--- config.mk ---
export PLATFORM = sky130hd
export DESIGN_NAME = ibdc_top
export DESIGN_NICKNAME = d
export VERILOG_FILES = /design/src/ibdc_pkg.sv /design/src/ibdc_top.sv
export VERILOG_INCLUDE_DIRS = /design/src
export SDC_FILE = /design/constraint.sdc
export NUM_CORES = 1
export LEC_CHECK = 0
export BUFFER_PORTS_ARGS = -buffer_cell sky130_fd_sc_hd__buf_2
export CAP_MARGIN = 20
export CORE_UTILIZATION = 35
export DETAILED_ROUTE_END_ITERATION = 12
export PLACE_DENSITY = 0.66
export SLEW_MARGIN = 20
export SYNTH_ARGS = -nofsm -noshare
export SYNTH_HDL_FRONTEND = slang
export SYNTH_SLANG_ARGS = --single-unit
--- constraint.sdc ---
create_clock -name pclk -period 1.7 [get_ports pclk]
set_input_delay 0.17 -clock pclk [delete_from_list [all_inputs] [get_ports pclk]]
set_output_delay 0.17 -clock pclk [all_outputs]
set_load 0.02 [all_outputs]
--- src/ibdc_consts.svh ---
`ifndef IBDC_CONSTS_SVH
`define IBDC_CONSTS_SVH
// Register byte addresses
`define IBDC_OFS_CTRL 24'hFFFFA0
`define IBDC_OFS_BA0 24'hFFFFB0
`define IBDC_OFS_BA1 24'hFFFFB4
`define IBDC_OFS_BA2 24'hFFFFB8
`define IBDC_OFS_BA3 24'hFFFFBC
`define IBDC_OFS_BA4 24'hFFFFD0
`define IBDC_OFS_IST 24'hFFFFC0
`define IBDC_OFS_IMSK 24'hFFFFC4
// Control field positions
`define IBDC_POS_BE4 7
`define IBDC_POS_BE3 6
`define IBDC_POS_BE2 5
`define IBDC_POS_REQ 4
`define IBDC_POS_BE1 3
`define IBDC_POS_BE0 2
`define IBDC_POS_STEP 1
`define IBDC_POS_MODE 0
// Interrupt status positions
`define IBDC_POS_IBRK 0
`define IBDC_POS_ISTP 1
`define IBDC_POS_IREQ 2
// Reset values
`define IBDC_RST_CTRL 8'h00
`define IBDC_RST_ADDR 24'h000000
`define IBDC_RST_IRQ 3'h0
`endif

--- src/ibdc_pkg.sv ---
package ibdc_pkg;
   // Core fetch and execution signals
   typedef struct packed {
      logic fetch_valid;
      logic [23:0] fetch_addr;
      logic instr_done;
      logic debug_exit;
   } ibdc_core_in_type;
   // Indications to the core
   typedef struct packed {
      logic break_hit;
      logic debug_entry;
      logic debug_mode;
   } ibdc_core_out_type;
   // Debug mode state
   typedef enum logic [0:0] {
      IBDC_USER = 1'b0,
      IBDC_DEBUG = 1'b1
   } ibdc_mode_type;
   // Entry cause code
   typedef enum logic [1:0] {
      IBDC_CAUSE_NONE = 2'b00,
      IBDC_CAUSE_BRK = 2'b01,
      IBDC_CAUSE_STEP = 2'b10,
      IBDC_CAUSE_REQ = 2'b11
   } ibdc_cause_type;
endpackage : ibdc_pkg

--- src/ibdc_top.sv ---
// Our own choice: the APB slave port.
`timescale 1ns/1ps
`include "ibdc_consts.svh"

// Summary of operation
// - An enabled comparator compares every fetch address with its break address.
// - A match on an enabled comparator in user mode raises an instruction break.
// - A disabled comparator never compares and never raises a break.
// - The control byte holds break enables 4,3,2 at D7-D5, request D4, 1,0 at D3-D2, step D1, mode D0.
// - Break address registers hold 24 writable bits and read zero above bit 23.
// - Break addresses reset to zero.
// - The request flag is set when an external debug request occurs.
// - Writing one clears the request flag and writing zero leaves it.
// - The single-step enable is read/write and turns stepping on and off.
// - The read-only mode bit reads one in debug mode and zero in user mode.
// - Enables, request flag and step reset to zero and the mode to user.
module ibdc_top
   import ibdc_pkg::*;
(
   // Clock and reset
   input wire logic pclk,
   input wire logic presetn,
   // APB slave
   input wire logic psel,
   input wire logic penable,
   input wire logic pwrite,
   input wire logic [23:0] paddr,
   input wire logic [31:0] pwdata,
   input wire logic [3:0] pstrb,
   output logic [31:0] prdata,
   output logic pready,
   output logic pslverr,
   // Core side
   input wire ibdc_core_in_type core_in,
   output ibdc_core_out_type core_out,
   // External debug request pin
   input wire logic ext_debug_req,
   // Interrupt
   output logic irq
);

   //************************************
   // Declarations
   //************************************

   // Control fields
   logic [4:0] brk_en_reg;
   logic [4:0] brk_en_next;
   logic req_flag_reg;
   logic req_flag_next;
   logic step_en_reg;
   logic step_en_next;
   ibdc_mode_type mode_reg;
   ibdc_mode_type mode_next;
   ibdc_cause_type cause_reg;
   ibdc_cause_type cause_next;

   // Break addresses
   logic [23:0] brk_addr_reg [0:4];
   logic [4:0] brk_hit;

   // Interrupt registers
   logic [2:0] irq_stat_reg;
   logic [2:0] irq_stat_next;
   logic [2:0] irq_mask_reg;
   logic [2:0] irq_mask_next;

   // Request pin synchroniser
   logic req_sync1_reg;
   logic req_sync2_reg;
   logic req_sync3_reg;
   logic req_level_reg;
   logic req_level_next;

   // Bus decode
   logic [23:0] word_addr;
   logic sel_ctrl;
   logic sel_ist;
   logic sel_imsk;
   logic [4:0] sel_ba;
   logic sel_any;
   logic wr_cyc;
   logic rd_setup;
   logic [31:0] byte_mask;
   logic [31:0] wmask_data;
   logic [31:0] rd_mux;
   logic [31:0] prdata_next;
   logic [7:0] ctrl_view;
   logic [31:0] ba_view [0:4];

   // Events
   logic in_user;
   logic req_rise;
   logic brk_event;
   logic step_event;
   logic entry_event;
   logic ctrl_wr;
   logic [7:0] ctrl_wdata;

   //************************************
   // APB decode
   //************************************

   // Word aligned address and selects
   assign word_addr = {paddr[23:2], 2'b00};
   assign sel_ctrl = (word_addr == `IBDC_OFS_CTRL);
   assign sel_ist = (word_addr == `IBDC_OFS_IST);
   assign sel_imsk = (word_addr == `IBDC_OFS_IMSK);
   assign sel_ba[0] = (word_addr == `IBDC_OFS_BA0);
   assign sel_ba[1] = (word_addr == `IBDC_OFS_BA1);
   assign sel_ba[2] = (word_addr == `IBDC_OFS_BA2);
   assign sel_ba[3] = (word_addr == `IBDC_OFS_BA3);
   assign sel_ba[4] = (word_addr == `IBDC_OFS_BA4);
   assign sel_any = sel_ctrl | sel_ist | sel_imsk | (|sel_ba);

   // Write access and read setup strobes
   assign wr_cyc = psel & penable & pwrite & sel_any;
   assign rd_setup = psel & ~penable & ~pwrite;

   // Zero wait state, error on unmapped
   assign pready = 1'b1;
   assign pslverr = psel & penable & ~sel_any;

   // Byte lane mask from strobes
   assign byte_mask = {{8{pstrb[3]}}, {8{pstrb[2]}},
                       {8{pstrb[1]}}, {8{pstrb[0]}}};
   assign wmask_data = pwdata & byte_mask;

   //************************************
   // Control byte
   //************************************

   assign ctrl_view[`IBDC_POS_BE4] = brk_en_reg[4];
   assign ctrl_view[`IBDC_POS_BE3] = brk_en_reg[3];
   assign ctrl_view[`IBDC_POS_BE2] = brk_en_reg[2];
   assign ctrl_view[`IBDC_POS_REQ] = req_flag_reg;
   assign ctrl_view[`IBDC_POS_BE1] = brk_en_reg[1];
   assign ctrl_view[`IBDC_POS_BE0] = brk_en_reg[0];
   assign ctrl_view[`IBDC_POS_STEP] = step_en_reg;
   assign ctrl_view[`IBDC_POS_MODE] = (mode_reg == IBDC_DEBUG);

   // Control write on lane 0 only
   assign ctrl_wr = wr_cyc & sel_ctrl & pstrb[0];
   assign ctrl_wdata = pwdata[7:0];

   assign brk_en_next = ctrl_wr ?
      {ctrl_wdata[`IBDC_POS_BE4], ctrl_wdata[`IBDC_POS_BE3],
       ctrl_wdata[`IBDC_POS_BE2], ctrl_wdata[`IBDC_POS_BE1],
       ctrl_wdata[`IBDC_POS_BE0]} : brk_en_reg;
   assign step_en_next = ctrl_wr ? ctrl_wdata[`IBDC_POS_STEP] : step_en_reg;

   // Request flag, set wins over clear
   assign req_flag_next = req_rise ? 1'b1 :
      (ctrl_wr & ctrl_wdata[`IBDC_POS_REQ]) ? 1'b0 : req_flag_reg;

   always_ff @(posedge pclk or negedge presetn) begin
      if (!presetn) begin
         brk_en_reg <= 5'h00;
         req_flag_reg <= 1'b0;
         step_en_reg <= 1'b0;
      end else begin
         brk_en_reg <= brk_en_next;
         req_flag_reg <= req_flag_next;
         step_en_reg <= step_en_next;
      end
   end

   //************************************
   // Break comparators
   //************************************

   // One comparator and address register per break
   generate
      for (genvar i = 0; i < 5; i++) begin : g_brk
         logic [23:0] addr_next;
         assign addr_next = (wr_cyc & sel_ba[i]) ?
            ((brk_addr_reg[i] & ~byte_mask[23:0]) | wmask_data[23:0]) :
            brk_addr_reg[i];
         assign ba_view[i] = {8'h00, brk_addr_reg[i]};
         assign brk_hit[i] = brk_en_reg[i] & core_in.fetch_valid &
                             (core_in.fetch_addr == brk_addr_reg[i]);
         always_ff @(posedge pclk or negedge presetn) begin
            if (!presetn) begin
               brk_addr_reg[i] <= `IBDC_RST_ADDR;
            end else begin
               brk_addr_reg[i] <= addr_next;
            end
         end
      end
   endgenerate

   //************************************
   // External request pin
   //************************************

   // Three stage synchroniser
   always_ff @(posedge pclk or negedge presetn) begin
      if (!presetn) begin
         req_sync1_reg <= 1'b0;
         req_sync2_reg <= 1'b0;
         req_sync3_reg <= 1'b0;
         req_level_reg <= 1'b0;
      end else begin
         req_sync1_reg <= ext_debug_req;
         req_sync2_reg <= req_sync1_reg;
         req_sync3_reg <= req_sync2_reg;
         req_level_reg <= req_level_next;
      end
   end

   // Level accepted once stages two and three agree
   assign req_level_next = (req_sync2_reg == req_sync3_reg) ?
                           req_sync3_reg : req_level_reg;
   assign req_rise = req_level_next & ~req_level_reg;

   //************************************
   // Debug mode
   //************************************

   assign in_user = (mode_reg == IBDC_USER);
   assign brk_event = in_user & (|brk_hit);
   assign step_event = in_user & step_en_reg & core_in.instr_done;
   assign entry_event = in_user & (brk_event | step_event | req_rise);

   // Mode transitions
   always_comb begin
      mode_next = mode_reg;
      cause_next = cause_reg;
      unique case (mode_reg)
         IBDC_USER: begin
            if (entry_event) begin
               mode_next = IBDC_DEBUG;
               if (brk_event) begin
                  cause_next = IBDC_CAUSE_BRK;
               end else if (req_rise) begin
                  cause_next = IBDC_CAUSE_REQ;
               end else begin
                  cause_next = IBDC_CAUSE_STEP;
               end
            end
         end
         IBDC_DEBUG: begin
            // Return from debug routine
            if (core_in.debug_exit) begin
               mode_next = IBDC_USER;
               cause_next = IBDC_CAUSE_NONE;
            end
         end
      endcase
   end

   always_ff @(posedge pclk or negedge presetn) begin
      if (!presetn) begin
         mode_reg <= IBDC_USER;
         cause_reg <= IBDC_CAUSE_NONE;
      end else begin
         mode_reg <= mode_next;
         cause_reg <= cause_next;
      end
   end

   // Core indications
   // Break stalls the matching instruction
   assign core_out.break_hit = brk_event;
   assign core_out.debug_entry = entry_event;
   assign core_out.debug_mode = (mode_reg == IBDC_DEBUG);

   //************************************
   // Interrupts
   //************************************

   // Sticky events, set wins over write-one clear
   generate
      for (genvar j = 0; j < 3; j++) begin : g_irq
         logic ev;
         logic clr;
         if (j == `IBDC_POS_IBRK) begin : g_b
            assign ev = brk_event;
         end else if (j == `IBDC_POS_ISTP) begin : g_s
            assign ev = step_event & ~brk_event;
         end else begin : g_r
            assign ev = req_rise;
         end
         assign clr = wr_cyc & sel_ist & pstrb[0] & pwdata[j];
         assign irq_stat_next[j] = ev | (irq_stat_reg[j] & ~clr);
      end
   endgenerate

   // Mask write
   assign irq_mask_next = (wr_cyc & sel_imsk & pstrb[0]) ?
                          pwdata[2:0] : irq_mask_reg;

   always_ff @(posedge pclk or negedge presetn) begin
      if (!presetn) begin
         irq_stat_reg <= `IBDC_RST_IRQ;
         irq_mask_reg <= `IBDC_RST_IRQ;
      end else begin
         irq_stat_reg <= irq_stat_next;
         irq_mask_reg <= irq_mask_next;
      end
   end

   // Level interrupt
   assign irq = |(irq_stat_reg & irq_mask_reg);

   //************************************
   // Read path
   //************************************

   // Read data select
   assign rd_mux = sel_ctrl ? {24'h000000, ctrl_view} :
                   sel_ba[0] ? ba_view[0] :
                   sel_ba[1] ? ba_view[1] :
                   sel_ba[2] ? ba_view[2] :
                   sel_ba[3] ? ba_view[3] :
                   sel_ba[4] ? ba_view[4] :
                   sel_ist ? {29'h0000000, irq_stat_reg} :
                   sel_imsk ? {29'h0000000, irq_mask_reg} :
                   32'h00000000;

   // Captured in setup, held through access
   assign prdata_next = rd_setup ? rd_mux : prdata;

   always_ff @(posedge pclk or negedge presetn) begin
      if (!presetn) begin
         prdata <= 32'h00000000;
      end else begin
         prdata <= prdata_next;
      end
   end

endmodule : ibdc_top

==> flow_results.xml <==
<?xml version="1.0" encoding="UTF-8"?>
<metrics>
  <group name="run_status">
    <metric name="outcome" unit="">finished, violations left</metric>
    <metric name="failed_checks" unit="">setup timing</metric>
  </group>
  <group name="clock_network">
    <metric name="clkSinkCount" unit="">162</metric>
    <metric name="worst_setup_hold_path_clk_slew" unit="ns">0.07</metric>
    <metric name="tritoncts" unit="">yes</metric>
    <metric name="numCtsBuffers" unit="">17</metric>
    <metric name="clk_path_buf_depth" unit="">2</metric>
    <metric name="clock-root-buffer" unit="">clkbuf_16</metric>
    <metric name="clk_latency" unit="ns">0.43</metric>
    <metric name="clock_tree.htree_level_count" unit="">4</metric>
  </group>
  <group name="die">
    <metric name="floorplan.initialDensity" unit="%">35.66</metric>
    <metric name="die_area" unit="sq um">26220</metric>
    <metric name="die-width" unit="um">161.9</metric>
    <metric name="design.core.area" unit="sq um">25110</metric>
    <metric name="fp-row-count" unit="">58</metric>
    <metric name="dieHeight" unit="um">161.9</metric>
    <metric name="io_pins" unit="">131</metric>
  </group>
  <group name="sta">
    <metric name="rsz0062_at_grt" unit="">true</metric>
    <metric name="relSlewSlack" unit="%">63.46</metric>
    <metric name="setup_viol" unit="">5</metric>
    <metric name="totalNegativeSetupSlack" unit="ns">-2.055</metric>
    <metric name="finalClockSkew" unit="ns">0.01070</metric>
    <metric name="worst_slack" unit="ns">-0.7217</metric>
    <metric name="finalCritPeriodShare" unit="%">142.5</metric>
    <metric name="timing_hold_violations_final" unit="">0</metric>
    <metric name="drv_slew" unit="">0</metric>
    <metric name="fmax" unit="MHz">412.9</metric>
    <metric name="worstMarginPinSlew" unit="ns">0.5481</metric>
    <metric name="final.hold.worst_slack" unit="ns">0.03183</metric>
    <metric name="fin_crit" unit="ns">2.422</metric>
  </group>
  <group name="final_layout">
    <metric name="regArea" unit="sq um">4055</metric>
    <metric name="area_delta_synth_final" unit="%">39.98</metric>
    <metric name="layout.nets" unit="">1184</metric>
    <metric name="stdcell_count" unit="">1435</metric>
    <metric name="multi_input_comb_area" unit="sq um">5049</metric>
    <metric name="post_route_cells_drive_above_1_share" unit="%">49.64</metric>
    <metric name="fillers" unit="">2247</metric>
  </group>
  <group name="worst_setup_path">
    <metric name="path_class" unit="">flop to output port</metric>
    <metric name="cp_top_family" unit="">simple AND/OR/NAND/NOR gates</metric>
    <metric name="timing.critical_path.slowest_stage_cell" unit="">dfrtp_2</metric>
    <metric name="timing.critical_path.slowest_cell_delay" unit="ns">0.45</metric>
    <metric name="critical_path_cell_by_cell" unit="">xor2_4 -&gt; nor4_4 -&gt; nand3_2 -&gt; nor4_4 -&gt; nor4_4 -&gt; a21oi_1 -&gt; buf_4</metric>
    <metric name="critPathArrivalTime" unit="ns">2.25</metric>
    <metric name="worstPathMaxFanout" unit="">3</metric>
    <metric name="timing.critical_path.to_type" unit="">output port</metric>
    <metric name="required" unit="ns">1.53</metric>
    <metric name="critical_path.n_buffers_inverters" unit="">1</metric>
    <metric name="timing.critical_path.mode_cell" unit="">nor4_4</metric>
    <metric name="startpoint_class" unit="">flop</metric>
  </group>
  <group name="logic_synthesis">
    <metric name="synthesis.area_per_instance" unit="sq um">11.28</metric>
    <metric name="synth_top_area_cell" unit="">dfrtp_1</metric>
    <metric name="synthCells" unit="">794</metric>
    <metric name="ys_async_sr_fraction" unit="%">100.0</metric>
    <metric name="synth-main-ff-cell" unit="">dfrtp_1</metric>
    <metric name="netlist_area" unit="sq um">8954</metric>
    <metric name="ys_top_cells_by_area" unit="">dfrtp_1, mux2_2, xnor2_1, xor2_1, mux2_4</metric>
    <metric name="synthMostInstantiatedCell" unit="">dfrtp_1</metric>
    <metric name="synthesis.yosys.warnings" unit="">0</metric>
    <metric name="synth.top_cells.by_count" unit="">dfrtp_1, mux2_2, xnor2_1, nand2_1, xor2_1</metric>
    <metric name="post_synth_num_cell_types" unit="">55</metric>
    <metric name="number_of_flip_flops_and_latches_in_the_synthesized_netlist" unit="">162</metric>
    <metric name="synth.top_cell.area_share" unit="%">45.28</metric>
    <metric name="synth_seq_area_share" unit="%">45.28</metric>
    <metric name="synth_edf_count" unit="">0</metric>
  </group>
  <group name="global_route">
    <metric name="grt_start_max_net_pins" unit="">47</metric>
    <metric name="grt_pass1_vias" unit="">7856</metric>
    <metric name="grtUsageTotal" unit="%">24.16</metric>
    <metric name="grt_antenna_before_repair" unit="">2</metric>
    <metric name="global_route_wire_length_before_repair" unit="mm">46.97</metric>
    <metric name="leftover_overflow_at_the_end_of_global_routing" unit="">0</metric>
  </group>
  <group name="placed_design">
    <metric name="hpwl_after_detailed_placement" unit="mm">23.18</metric>
    <metric name="numPlacedInstances" unit="">1398</metric>
    <metric name="gp_routability_congestion" unit="">0.9499</metric>
    <metric name="preCtsSetupSlack" unit="ns">-0.4940</metric>
    <metric name="place.port_buffers" unit="">110</metric>
  </group>
  <group name="power">
    <metric name="internal-power" unit="mW">6.431</metric>
    <metric name="switching_power" unit="mW">2.270</metric>
    <metric name="p_clk_share" unit="%">43.5</metric>
    <metric name="power.leakage" unit="nW">6.185</metric>
    <metric name="power" unit="mW">8.702</metric>
    <metric name="comb_power_share" unit="%">11.4</metric>
    <metric name="power_per_standard_cell_area" unit="nW/um^2">694.3</metric>
    <metric name="swShare" unit="%">26.09</metric>
    <metric name="power_share_of_the_sequential_group" unit="%">45.0</metric>
    <metric name="max-vdd-ir-drop" unit="V">0.0006602</metric>
  </group>
  <group name="route">
    <metric name="detail_routed_net_length_per_standard_cell" unit="um">21.36</metric>
    <metric name="drc_errors" unit="">0</metric>
    <metric name="initialDrtViolationCount" unit="">638</metric>
    <metric name="detailroute.via_count" unit="">7610</metric>
    <metric name="route.detailed.vias_per_inst" unit="">5.303</metric>
    <metric name="drt_wl_total" unit="mm">30.65</metric>
    <metric name="drt-pass1-iter-count" unit="">5</metric>
    <metric name="postRouteAntennaNets" unit="">0</metric>
  </group>
  <group name="flow_run">
    <metric name="cap_violations" unit="">0</metric>
  </group>
  <group name="min_path">
    <metric name="timing.hold.worst.class" unit="">primary input to flop</metric>
  </group>
</metrics>
## kinds of logic (layout without fill, tap and decap cells)
kind of cell	Yosys count	after routing	synth area share, %
AOI/OAI and AO/OA	96	96	7.742
adders and majority gates	1	1	0.1118
xor gates and xnor gates	120	120	11.74
buffers and inverters	72	375	3.801
other	2	10	0.08388
and+or+nand+nor	188	188	11.60
DFF	162	162	45.28
muxes	153	153	19.65
## per-layer routing
| metal | track usage (%) | routed length (um) |
|---|---|---|
| met1 | 31.59 | 12730 |
| met2 | 39.70 | 14770 |
| met3 | 4.494 | 2320 |
| met4 | 9.048 | 827 |
| met5 | 0 | 10 |
## stage by stage
step	instance area, sq um	utilization (%)
CTS	12460	49.62
floorplan	9208	-
global placement	11630	46.32
detailed placement	11630	46.32
global route	12530	49.91
finish	12530	49.92
## area by class of cell
class	instances	area share (%)
multi-input cells	567	40.28
flip-flops and latches	162	32.35
repair buffers	338	19.36
clock buffers	20	3.484
well taps	330	3.294
clock inverters	12	1.058
inverters	5	0.1497
diodes	1	0.01997
## placed cells by master (no fill, tap or decap), drive strengths merged, types with 6 or more instances in the layout
master and count:
buf 335, dfrtp 162, mux2 134, xnor2 75, nand2 59, xor2 45
nor2 38, nand4 24, nor4 22, clkbuf 20, mux2i 19, o21ai 14
a22oi 14, nand3 12, a21oi 11, nor3 11, o221ai 9, o31ai 9
conb 9, o22ai 8, inv 7, o41ai 6
## worst paths after layout
kind                       depth (start not counted)         endpoint  slack [ns]     startpoint
setup reg to reg                                   7  irq_stat_reg[1]       -0.29           flop
setup / recovery                                   7      core_out[1]       -0.72           flop
min in group asynchronous                          2  irq_stat_reg[1]        0.27        presetn
max in group asynchronous                          3        prdata[2]        0.75        presetn
hold reg to reg                                    0    req_sync2_reg        0.36  req_sync1_reg
hold / removal                                     2             flop        0.03     pwdata[23]
## power by group through the flow
stage	clock [mW]	combinational (mW)	sequential [mW]
2_1_floorplan	0	0.406	4.03
3_3_place_gp	0	0.937	3.99
3_5_place_dp	0	0.945	3.99
4_1_cts	3.81	0.986	3.92
5_1_grt	3.99	1.06	3.92
6_report	3.79	0.995	3.92
## repair_timing
action	4_1_cts	5_1_grt
setup endpoints to repair	14	45
endpoints found under the hold margin	41	0
hold buffers	3	0
pin swaps	17	11
resized for setup	29	16
setup buffers	5	0
Note: power is estimated with default switching activity, not from simulation.
